### config.mk
export PLATFORM = sky130hd
export DESIGN_NAME = cd_audio_post_processor
export DESIGN_NICKNAME = d
export VERILOG_FILES = /design/src/core/audio_post_pkg.sv /design/src/core/sample_fifo.sv /design/src/core/cd_audio_post_processor.sv
export SDC_FILE = /design/constraint.sdc
export NUM_CORES = 2
export LEC_CHECK = 0
export BUFFER_PORTS_ARGS = -buffer_cell sky130_fd_sc_hd__buf_2
export CAP_MARGIN = 10
export CORE_ASPECT_RATIO = 2
export CORE_MARGIN = 2
export CORE_UTILIZATION = 30
export DETAILED_ROUTE_END_ITERATION = 6
export GPL_ROUTABILITY_DRIVEN = 0
export PLACE_DENSITY_LB_ADDON = 0.25
export SYNTH_ARGS = -nofsm -noshare
export SYNTH_HDL_FRONTEND = slang
export SYNTH_HIERARCHICAL = 1
export SYNTH_SLANG_ARGS = --single-unit
### constraint.sdc
create_clock -name sys_clk_in -period 9.4 [get_ports sys_clk_in]
set_input_delay 1.41 -clock sys_clk_in [delete_from_list [all_inputs] [get_ports sys_clk_in]]
set_output_delay 1.41 -clock sys_clk_in [all_outputs]
set_load 0.02 [all_outputs]
### src/core/audio_post_pkg.sv
// Constants, modes and carrier types of the audio post-processing chain.
package audio_post_pkg;
	// ----------------------------------------
	// Register map
	// ----------------------------------------
	localparam logic [3:0] ADDR_LEVEL = 4'h0;
	localparam logic [3:0] ADDR_FORMAT = 4'h3;
	localparam logic [3:0] ADDR_PINSEL = 4'h4;
	localparam logic [3:0] ADDR_STATUS = 4'h8;
	localparam logic [3:0] ADDR_PEAK = 4'h9;
	localparam logic [3:0] ADDR_QREAD = 4'ha;
	// ----------------------------------------
	// Field layouts and reset values
	// ----------------------------------------
	localparam int LEVEL_CMD_LSB = 0;
	localparam int FADE_DIR_BIT = 2;
	localparam int FORMAT_LSB = 0;
	localparam int PINSEL_DEEMPH_BIT = 0;
	localparam logic [7:0] LEVEL_RESET = 8'h00;
	localparam logic [3:0] FORMAT_RESET = 4'he;
	localparam logic [3:0] FMT_ROM_I2S = 4'ha;
	localparam logic [3:0] FMT_ROM_EIAJ = 4'hb;
	localparam logic [3:0] FMT_4FS_A = 4'h0;
	localparam logic [3:0] FMT_4FS_B = 4'h4;
	localparam logic [3:0] FMT_4FS_C = 4'hc;
	localparam logic [3:0] FMT_2FS_A = 4'h3;
	localparam logic [3:0] FMT_2FS_B = 4'h7;
	localparam logic [3:0] FMT_2FS_C = 4'hf;
	// ----------------------------------------
	// Gain and timing
	// ----------------------------------------
	localparam logic [7:0] GAIN_UNITY = 8'h80;
	localparam logic [7:0] GAIN_OVERSAMPLE = 8'h78;
	localparam logic [7:0] GAIN_ATTEN = 8'h20;
	localparam logic [7:0] GAIN_SILENT = 8'h00;
	localparam int CLK_HZ = 20000000;
	localparam int MUTE_TIME_US = 3000;
	localparam int MUTE_STEPS = 128;
	localparam int STEP_CYCLES = (CLK_HZ / 1000000) * MUTE_TIME_US / MUTE_STEPS;
	localparam logic [2:0] CMD_FULL = 3'h0;
	localparam logic [2:0] CMD_MUTE = 3'h1;
	localparam logic [2:0] CMD_ATTEN = 3'h2;
	localparam logic [2:0] CMD_FADE = 3'h3;
	typedef struct packed {
		logic [15:0] left;
		logic [15:0] right;
		logic err_left;
		logic err_right;
	} sample_t;
	typedef struct packed {
		logic [15:0] left;
		logic [15:0] right;
	} stereo_t;
endpackage

### src/core/sample_fifo.sv
// Parameterised flip-flop FIFO with valid and ready on both sides.
`timescale 1ns/1ps
module sample_fifo #(
	parameter int WIDTH = 34,
	parameter int DEPTH = 32
) (
	input wire logic sys_clk_in,
	input wire logic rst_in,
	input wire logic [WIDTH-1:0] wr_data_in,
	input wire logic wr_valid_in,
	output logic wr_ready_out,
	output logic [WIDTH-1:0] rd_data_out,
	output logic rd_valid_out,
	input wire logic rd_ready_in
);
	localparam int AW = $clog2(DEPTH);
	logic [WIDTH-1:0] mem_q [DEPTH];
	logic [AW-1:0] wp_q;
	logic [AW-1:0] rp_q;
	logic [AW:0] cnt_q;
	logic [AW:0] cnt_d;
	logic ready_q;
	wire push = wr_valid_in && wr_ready_out;
	wire pop = rd_valid_out && rd_ready_in;
	assign cnt_d = cnt_q + (AW+1)'(push) - (AW+1)'(pop);
	assign wr_ready_out = ready_q;
	assign rd_valid_out = cnt_q != '0;
	assign rd_data_out = mem_q[rp_q];
	always_ff @(posedge sys_clk_in) begin
		if (push) begin
			mem_q[wp_q] <= wr_data_in;
		end
	end
	always_ff @(posedge sys_clk_in) begin
		if (rst_in) begin
			wp_q <= '0;
			rp_q <= '0;
			cnt_q <= '0;
			ready_q <= 1'b1;
		end else begin
			if (push) begin
				wp_q <= (wp_q == AW'(DEPTH-1)) ? '0 : wp_q + 1'b1;
			end
			if (pop) begin
				rp_q <= (rp_q == AW'(DEPTH-1)) ? '0 : rp_q + 1'b1;
			end
			cnt_q <= cnt_d;
			ready_q <= cnt_d != (AW+1)'(DEPTH);
		end
	end
endmodule // sample_fifo

### src/core/cd_audio_post_processor.sv
// Audio post-processing chain: filter, concealment, level control and peak detector.
// Overview of operation
// - Insert de-emphasis section when subcode signals pre-emphasis.
// - Without de-emphasis, use phase compensation section instead.
// - De-emphasis routed to pin five bypasses the internal section.
// - Interpolation filter raises sample rate by two or four.
// - Four-times response keeps flat passband and stopband rejection.
// - Oversampling in use scales full-scale and fade-up gain down by half a decibel.
// - Single bad sample becomes midpoint of its neighbours.
// - Left and right channels are concealed independently.
// - Bad runs hold last good value, then interpolate one sample.
// - No concealment in CD-ROM output formats.
// - Host selects mute, attenuation, full-scale or fade by register.
// - Soft mute reaches zero in at most 128 steps over 3 ms.
// - Attenuation applies a fixed gain of minus twelve decibels.
// - Full-scale ramps gain back to unity, 3 ms from mute.
// - Fade uses 128-stage counter, 0.07 dB per stage.
// - Largest absolute positive peak kept per channel.
// - Top eight peak bits replace CRC in Q-channel word.
// - Peaks clear after host reads the Q-channel data.
//
// Strobed register access and the register offsets are this design's own decisions.
`timescale 1ns/1ps
module cd_audio_post_processor #(
	parameter int FIFO_DEPTH = 32,
	parameter int STEP_CYCLES = audio_post_pkg::STEP_CYCLES
) (
	input wire logic sys_clk_in,
	input wire logic rst_in,
	input wire logic [3:0] reg_addr_in,
	input wire logic [7:0] reg_wdata_in,
	input wire logic reg_wr_in,
	input wire logic reg_rd_in,
	output logic [7:0] reg_rdata_out,
	input wire audio_post_pkg::sample_t smp_in,
	input wire logic smp_valid_in,
	output logic smp_ready_out,
	input wire logic pre_emphasis_in,
	input wire logic [95:0] q_word_in,
	output logic [95:0] q_word_out,
	output logic versatile_output_pin_five_out,
	output audio_post_pkg::stereo_t aud_out,
	output logic aud_valid_out,
	input wire logic aud_ready_in
);
	// ----------------------------------------
	// Registers
	// ----------------------------------------
	logic [7:0] level_q;
	logic [3:0] format_q;
	logic pinsel_q;
	logic [7:0] rdata_q;
	wire wr_level = reg_wr_in && reg_addr_in == audio_post_pkg::ADDR_LEVEL;
	wire wr_format = reg_wr_in && reg_addr_in == audio_post_pkg::ADDR_FORMAT;
	wire wr_pinsel = reg_wr_in && reg_addr_in == audio_post_pkg::ADDR_PINSEL;
	wire q_read = reg_rd_in && reg_addr_in == audio_post_pkg::ADDR_QREAD;
	wire [2:0] level_cmd = {1'b0, level_q[audio_post_pkg::LEVEL_CMD_LSB +: 2]};
	wire fade_up = level_q[audio_post_pkg::FADE_DIR_BIT];
	wire rom_mode = format_q == audio_post_pkg::FMT_ROM_I2S || format_q == audio_post_pkg::FMT_ROM_EIAJ;
	wire os4 = format_q == audio_post_pkg::FMT_4FS_A || format_q == audio_post_pkg::FMT_4FS_B
		|| format_q == audio_post_pkg::FMT_4FS_C;
	wire os2 = format_q == audio_post_pkg::FMT_2FS_A || format_q == audio_post_pkg::FMT_2FS_B
		|| format_q == audio_post_pkg::FMT_2FS_C;
	wire oversample = os4 || os2;
	wire deemph_on = pre_emphasis_in && !pinsel_q;
	logic [7:0] gain_q;
	logic [7:0] peak_l_q;
	logic [7:0] peak_r_q;
	wire [7:0] status = {4'h0, os4, os2, deemph_on, gain_q == audio_post_pkg::GAIN_SILENT};
	wire [7:0] rd_mux = (reg_addr_in == audio_post_pkg::ADDR_LEVEL) ? level_q :
		(reg_addr_in == audio_post_pkg::ADDR_FORMAT) ? {4'h0, format_q} :
		(reg_addr_in == audio_post_pkg::ADDR_PINSEL) ? {7'h00, pinsel_q} :
		(reg_addr_in == audio_post_pkg::ADDR_STATUS) ? status :
		(reg_addr_in == audio_post_pkg::ADDR_PEAK) ? peak_l_q : 8'h00;
	always_ff @(posedge sys_clk_in) begin
		if (rst_in) begin
			level_q <= audio_post_pkg::LEVEL_RESET;
			format_q <= audio_post_pkg::FORMAT_RESET;
			pinsel_q <= 1'b0;
			rdata_q <= 8'h00;
		end else begin
			if (wr_level) begin
				level_q <= reg_wdata_in;
			end
			if (wr_format) begin
				format_q <= reg_wdata_in[audio_post_pkg::FORMAT_LSB +: 4];
			end
			if (wr_pinsel) begin
				pinsel_q <= reg_wdata_in[audio_post_pkg::PINSEL_DEEMPH_BIT];
			end
			rdata_q <= reg_rd_in ? rd_mux : 8'h00;
		end
	end
	assign reg_rdata_out = rdata_q;
	// ----------------------------------------
	// Input buffer
	// ----------------------------------------
	audio_post_pkg::sample_t fifo_data;
	logic fifo_valid;
	logic stage_ready;
	sample_fifo #(.WIDTH($bits(audio_post_pkg::sample_t)), .DEPTH(FIFO_DEPTH)) u_fifo (
		.sys_clk_in(sys_clk_in),
		.rst_in(rst_in),
		.wr_data_in(smp_in),
		.wr_valid_in(smp_valid_in),
		.wr_ready_out(smp_ready_out),
		.rd_data_out(fifo_data),
		.rd_valid_out(fifo_valid),
		.rd_ready_in(stage_ready)
	);
	// ----------------------------------------
	// Concealment, one sample of look-ahead
	// ----------------------------------------
	logic [15:0] cur_q [2];
	logic cur_err_q [2];
	logic cur_vld_q;
	logic [15:0] good_q [2];
	logic [15:0] conc [2];
	wire [15:0] nxt [2] = '{fifo_data.left, fifo_data.right};
	wire nxt_err [2] = '{fifo_data.err_left, fifo_data.err_right};
	wire take = fifo_valid && stage_ready;
	genvar ch;
	generate
		for (ch = 0; ch < 2; ch++) begin : g_conc
			wire [16:0] mid_sum = {good_q[ch][15], good_q[ch]} + {nxt[ch][15], nxt[ch]};
			assign conc[ch] = (rom_mode || !cur_err_q[ch]) ? cur_q[ch] :
				(!nxt_err[ch]) ? mid_sum[16:1] : good_q[ch];
			always_ff @(posedge sys_clk_in) begin
				if (rst_in) begin
					cur_q[ch] <= 16'h0000;
					cur_err_q[ch] <= 1'b0;
					good_q[ch] <= 16'h0000;
				end else if (take) begin
					cur_q[ch] <= nxt[ch];
					cur_err_q[ch] <= nxt_err[ch];
					if (cur_vld_q && (!cur_err_q[ch] || rom_mode)) begin
						good_q[ch] <= cur_q[ch];
					end
				end
			end
		end
	endgenerate
	always_ff @(posedge sys_clk_in) begin
		if (rst_in) begin
			cur_vld_q <= 1'b0;
		end else if (take) begin
			cur_vld_q <= 1'b1;
		end
	end
	// ----------------------------------------
	// Filter sections and oversampling
	// ----------------------------------------
	logic [15:0] flt_q [2];
	logic [15:0] os_q [2];
	logic [1:0] rep_q;
	logic busy_q;
	wire [1:0] rep_max = os4 ? 2'd3 : (os2 ? 2'd1 : 2'd0);
	logic out_vld_q;
	wire out_free = !out_vld_q || aud_ready_in;
	assign stage_ready = !busy_q && out_free;
	generate
		for (ch = 0; ch < 2; ch++) begin : g_flt
			wire signed [17:0] x = {{2{conc[ch][15]}}, conc[ch]};
			wire signed [17:0] y = {{2{flt_q[ch][15]}}, flt_q[ch]};
			wire signed [17:0] de = y + ((x - y) >>> 1);
			wire signed [17:0] ph = x - ((x - y) >>> 4);
			wire signed [17:0] sel = deemph_on ? de : ph;
			wire signed [17:0] o = {{2{os_q[ch][15]}}, os_q[ch]};
			wire signed [17:0] t = {{2{flt_q[ch][15]}}, flt_q[ch]};
			wire signed [17:0] osn = o + ((t - o) >>> 1);
			always_ff @(posedge sys_clk_in) begin
				if (rst_in) begin
					flt_q[ch] <= 16'h0000;
					os_q[ch] <= 16'h0000;
				end else begin
					if (take && cur_vld_q) begin
						flt_q[ch] <= sel[15:0];
					end
					if (busy_q && out_free) begin
						os_q[ch] <= oversample ? osn[15:0] : flt_q[ch];
					end
				end
			end
		end
	endgenerate
	always_ff @(posedge sys_clk_in) begin
		if (rst_in) begin
			busy_q <= 1'b0;
			rep_q <= 2'd0;
		end else if (take && cur_vld_q) begin
			busy_q <= 1'b1;
			rep_q <= rep_max;
		end else if (busy_q && out_free) begin
			busy_q <= rep_q != 2'd0;
			rep_q <= rep_q - 2'd1;
		end
	end
	// ----------------------------------------
	// Level control
	// ----------------------------------------
	logic [$clog2(STEP_CYCLES+1)-1:0] div_q;
	wire step = div_q == '0;
	wire [7:0] unity = oversample ? audio_post_pkg::GAIN_OVERSAMPLE : audio_post_pkg::GAIN_UNITY;
	always_ff @(posedge sys_clk_in) begin
		if (rst_in) begin
			div_q <= '0;
			gain_q <= audio_post_pkg::GAIN_UNITY;
		end else begin
			div_q <= step ? ($clog2(STEP_CYCLES+1))'(STEP_CYCLES-1) : div_q - 1'b1;
			if (step) begin
				unique case (level_cmd)
					audio_post_pkg::CMD_MUTE: gain_q <= (gain_q == 8'h00) ? 8'h00 : gain_q - 8'h01;
					audio_post_pkg::CMD_ATTEN: gain_q <= audio_post_pkg::GAIN_ATTEN;
					audio_post_pkg::CMD_FADE: begin
						if (fade_up) begin
							gain_q <= (gain_q >= unity) ? unity : gain_q + 8'h01;
						end else begin
							gain_q <= (gain_q == 8'h00) ? 8'h00 : gain_q - 8'h01;
						end
					end
					default: gain_q <= (gain_q >= unity) ? unity : gain_q + 8'h01;
				endcase
			end
		end
	end
	// ----------------------------------------
	// Output stage and peak detector
	// ----------------------------------------
	logic [15:0] scaled [2];
	generate
		for (ch = 0; ch < 2; ch++) begin : g_out
			wire signed [24:0] prod = $signed(os_q[ch]) * $signed({1'b0, gain_q});
			assign scaled[ch] = prod[22:7];
		end
	endgenerate
	audio_post_pkg::stereo_t aud_q;
	always_ff @(posedge sys_clk_in) begin
		if (rst_in) begin
			aud_q <= '0;
			out_vld_q <= 1'b0;
		end else if (out_free) begin
			out_vld_q <= busy_q;
			aud_q <= '{left: scaled[0], right: scaled[1]};
		end
	end
	assign aud_out = aud_q;
	assign aud_valid_out = out_vld_q;
	wire [7:0] pk_l = aud_q.left[14:7];
	wire [7:0] pk_r = aud_q.right[14:7];
	wire hit_l = out_vld_q && !aud_q.left[15] && pk_l > peak_l_q;
	wire hit_r = out_vld_q && !aud_q.right[15] && pk_r > peak_r_q;
	logic [95:0] q_q;
	logic pin5_q;
	always_ff @(posedge sys_clk_in) begin
		if (rst_in) begin
			peak_l_q <= 8'h00;
			peak_r_q <= 8'h00;
			q_q <= '0;
			pin5_q <= 1'b0;
		end else begin
			peak_l_q <= hit_l ? pk_l : (q_read ? 8'h00 : peak_l_q);
			peak_r_q <= hit_r ? pk_r : (q_read ? 8'h00 : peak_r_q);
			q_q <= {peak_r_q, peak_l_q, q_word_in[79:0]};
			pin5_q <= pinsel_q && pre_emphasis_in;
		end
	end
	assign q_word_out = q_q;
	assign versatile_output_pin_five_out = pin5_q;
endmodule // cd_audio_post_processor

==> impl_metrics.ini <==
[detailed_routing]
avgRoutedWirePerCell_um = 21.16
drt_iter0_markers = 2469
topRoutingLayerUsed = met5
wl_met2_mm = 115.3
wl_met1_mm = 69.37
antenna_left = 0
drc = 0
dr.pass1.iters = 5
num_vias = 46010
drt_wl_total_mm = 199.5
met3_wirelength_mm = 7.016
viasPerCell = 4.879

[synthesis]
synth.top_cell.area_share_pct = 50.37
synthTopCellsByArea = edfxtp_1 (50%), mux2i_1 (7.9%), dfxtp_1 (5.8%)
ys.flop_type = edfxtp_1
synth_nets = 6498
netlist_top_cells_count = edfxtp_1 (1218), mux2i_1 (571), nand2_1 (460)
syn_inst = 5840
synthDistinctLibCells = 92
yosys.area.top_type = edfxtp_1
synth_edf_count = 1218
synth.most_common_cell = edfxtp_1
yosysWarnings = 6
avgSynthCellArea_um2 = 12.43
synthArstFlopShare_pct = 0
syn-cell-area_mm2 = 0.07261
seq_area_frac_synth_pct = 56.16
synth_seq_cells = 1428

[flow_run]
cap_violations = 0

[timing]
rsz0062_at_grt = false
max_slew.worst_pin.slew_ps = 1110
slew_headroom_pct = 25.98
fin_crit_sh_pct = 91.08
finalHoldViolations = 0
drv_slew = 0
finalClockSkew_ps = 70.81
max_freq_ghz = 0.1168
setup_tns_ps = 0
period_needed_ps = 8561
finalSetupViolCount = 0

[setup_path]
cp.depth = 32
start_kind = flip-flop
critPathMaxFanout = 38
critical_path_arrival_ps = 9120
max_stage_delay_ps = 810
critPathRequiredTime_ps = 9960
reg2regPathDepth = 32
path_delay_family = compound AO/OA/AOI/OAI gates
path_class = flip-flop to flip-flop
path_buf_inv = 4
slowest_stage = dfxtp_4
cp-end-kind = flip-flop

[cells_and_area]
post-route-util_pct = 34.26
areaGrowthSynthToFinish_pct = 13.65
fin_area_mm2 = 0.08252
final_cells = 9430
nNetsFinal = 6772
drive_above_1_share_pct = 11.01

[pwr]
p_leak_nw = 30.54
peakVddDrop_mv = 0.2286
power_density_mw_per_mm2 = 341.9
report.power.total_mw = 28.21

[grt]
grt_max_degree = 96
grtUsageTotal_pct = 15.91
gr-total-overflow = 0
antenna_found_initial = 12
grt_pass1_vias = 47850
grt_pass1_wl_mm = 295.1

[outcome]
status = finished, final reports clean

[clock_network]
clock_latency_ps = 810
htreeDepth = 4
cts_tree = yes
numCtsBuffers = 141
post_cts_resized = 0
ctsHoldBuffers = 0
cts_setup_buffers = 0
clk_pin_slew_ps = 70
clockBufferDepth = 4
cts_root_buf = clkbuf_16
clock_sinks = 1428

[die]
num_io_pins = 288
die_w_um = 351.9
die_y_um = 699.8
rows = 255
die_area_mm2 = 0.2462
start_util_pct = 30.14
core_area_mm2 = 0.2409

[placed_design]
place_area_mm2 = 0.07802
portBuffers = 271
dp_hpwl_mm = 136.5
dp.cells = 9183

[worst_hold_path]
hold_depth = 2
worstHoldPathType = flip-flop to flip-flop
[state kept, by name, summed over array words and instances (netlist names), 2 cells and up, named ones only]
name           flops
os_q              32
u_fifo/rp_q        5
good_q            32
aud_out           32
u_fifo/mem_q    1088
peak_l_q           8
format_q           4
cur_q             32
u_fifo/cnt_q       6
level_q            8
u_fifo/wp_q        5
peak_r_q           8
q_word_out        96
div_q              9
flt_q             32
cur_err_q          2
gain_q             8
reg_rdata_out      8
rep_q              2
[cell families (layout without fill, tap and decap cells)]
family                     count (synthesis)  after routing  synth area share (%)
AOI/OAI and AO/OA                        956            956                 8.579
xor gates and xnor gates                 196            196                 2.364
adders and majority gates                509            509                 10.89
buffers and inverters                    662           1036                 3.991
DFF                                     1428           1428                 56.16
muxes                                    576            576                 7.949
other                                      0              4                     0
and+or+nand+nor                         1513           1513                 10.07
[metal layers]
metal	up-vias	global-route usage, %
met5	-	0
met4	10	6.214
met3	361	1.847
met2	959	32.81
met1	23060	15.52
li1	21610	-
[cells in the final DEF (no fill, tap or decap), drive strengths merged, types with 11 or more instances in the layout]
cell / synthesis / layout
edfxtp: 1218 / 1218
mux2i: 571 / 571
nand2: 460 / 460
inv: 404 / 416
buf: 124 / 388
a21oi: 335 / 335
ha: 304 / 304
nor2: 298 / 298
dfxtp: 210 / 210
fa: 205 / 205
and2: 174 / 174
clkbuf: 133 / 166
nand3: 158 / 158
xnor2: 130 / 130
nor2b: 128 / 128
o21ai: 118 / 118
nor3: 110 / 110
a22oi: 107 / 107
a22o: 69 / 69
a21o: 67 / 67
xor2: 66 / 66
a31oi: 63 / 63
clkinv: 1 / 49
and3: 48 / 48
a211oi: 40 / 40
o21a: 36 / 36
nand2b: 36 / 36
or3: 32 / 32
o21bai: 18 / 18
nand4: 16 / 16
o211ai: 14 / 14
or2: 12 / 12
bufinv: 0 / 11
[per-stage QoR]
| stage | hold WS, ps | setup WS [ps] |
|---|---|---|
| 2_1_floorplan | 435.7 | 2781 |
| 3_3_place_gp | 437.7 | 863.1 |
| 3_5_place_dp | 441.5 | 841.4 |
| 4_1_cts | 449.0 | 777.1 |
| 5_1_grt | 468.0 | 294.0 |
| 6_report | 446.7 | 838.9 |
[worst register-to-register path: cells and delay by family (launching register included)]
family          cells  cell delay [ps]
compound gates     13             3390
mux                 2              370
buf+inv             4              960
fa+ha+maj           3             1180
simple gates        7             1140
xor+xnor            3              460
flops               1              810
[power breakdown]
| group | internal [mW] | switching, mW | total, mW |
|---|---|---|---|
| logic | 6.21 | 8.61 | 14.8 |
| registers | 7.33 | 0.367 | 7.70 |
| clock network | 3.20 | 2.49 | 5.69 |
| total | 16.7 | 11.5 | 28.2 |
[worst paths after layout]
kind                                   from            to  slack [ps]
worst min-delay path            aud_out[21]   aud_out[21]         450
worst max-delay path              flip-flop  flt_q[0][15]         840
worst min register to register  aud_out[21]   aud_out[21]         450
worst max register to register    flip-flop  flt_q[0][15]         840
[area by class of cell]
| type | count | area, um2 |
|---|---|---|
| antenna | 4 | 10.01 |
| clock buffer | 166 | 3790 |
| clock inverter | 77 | 706.9 |
| fill | 23730 | 158400 |
| inverter | 405 | 1520 |
| multi-input combinational | 3750 | 29240 |
| sequential | 1428 | 40780 |
| tap | 3212 | 4019 |
| timing repair buffer | 388 | 2454 |
Note: power is estimated with default switching activity, not from simulation.
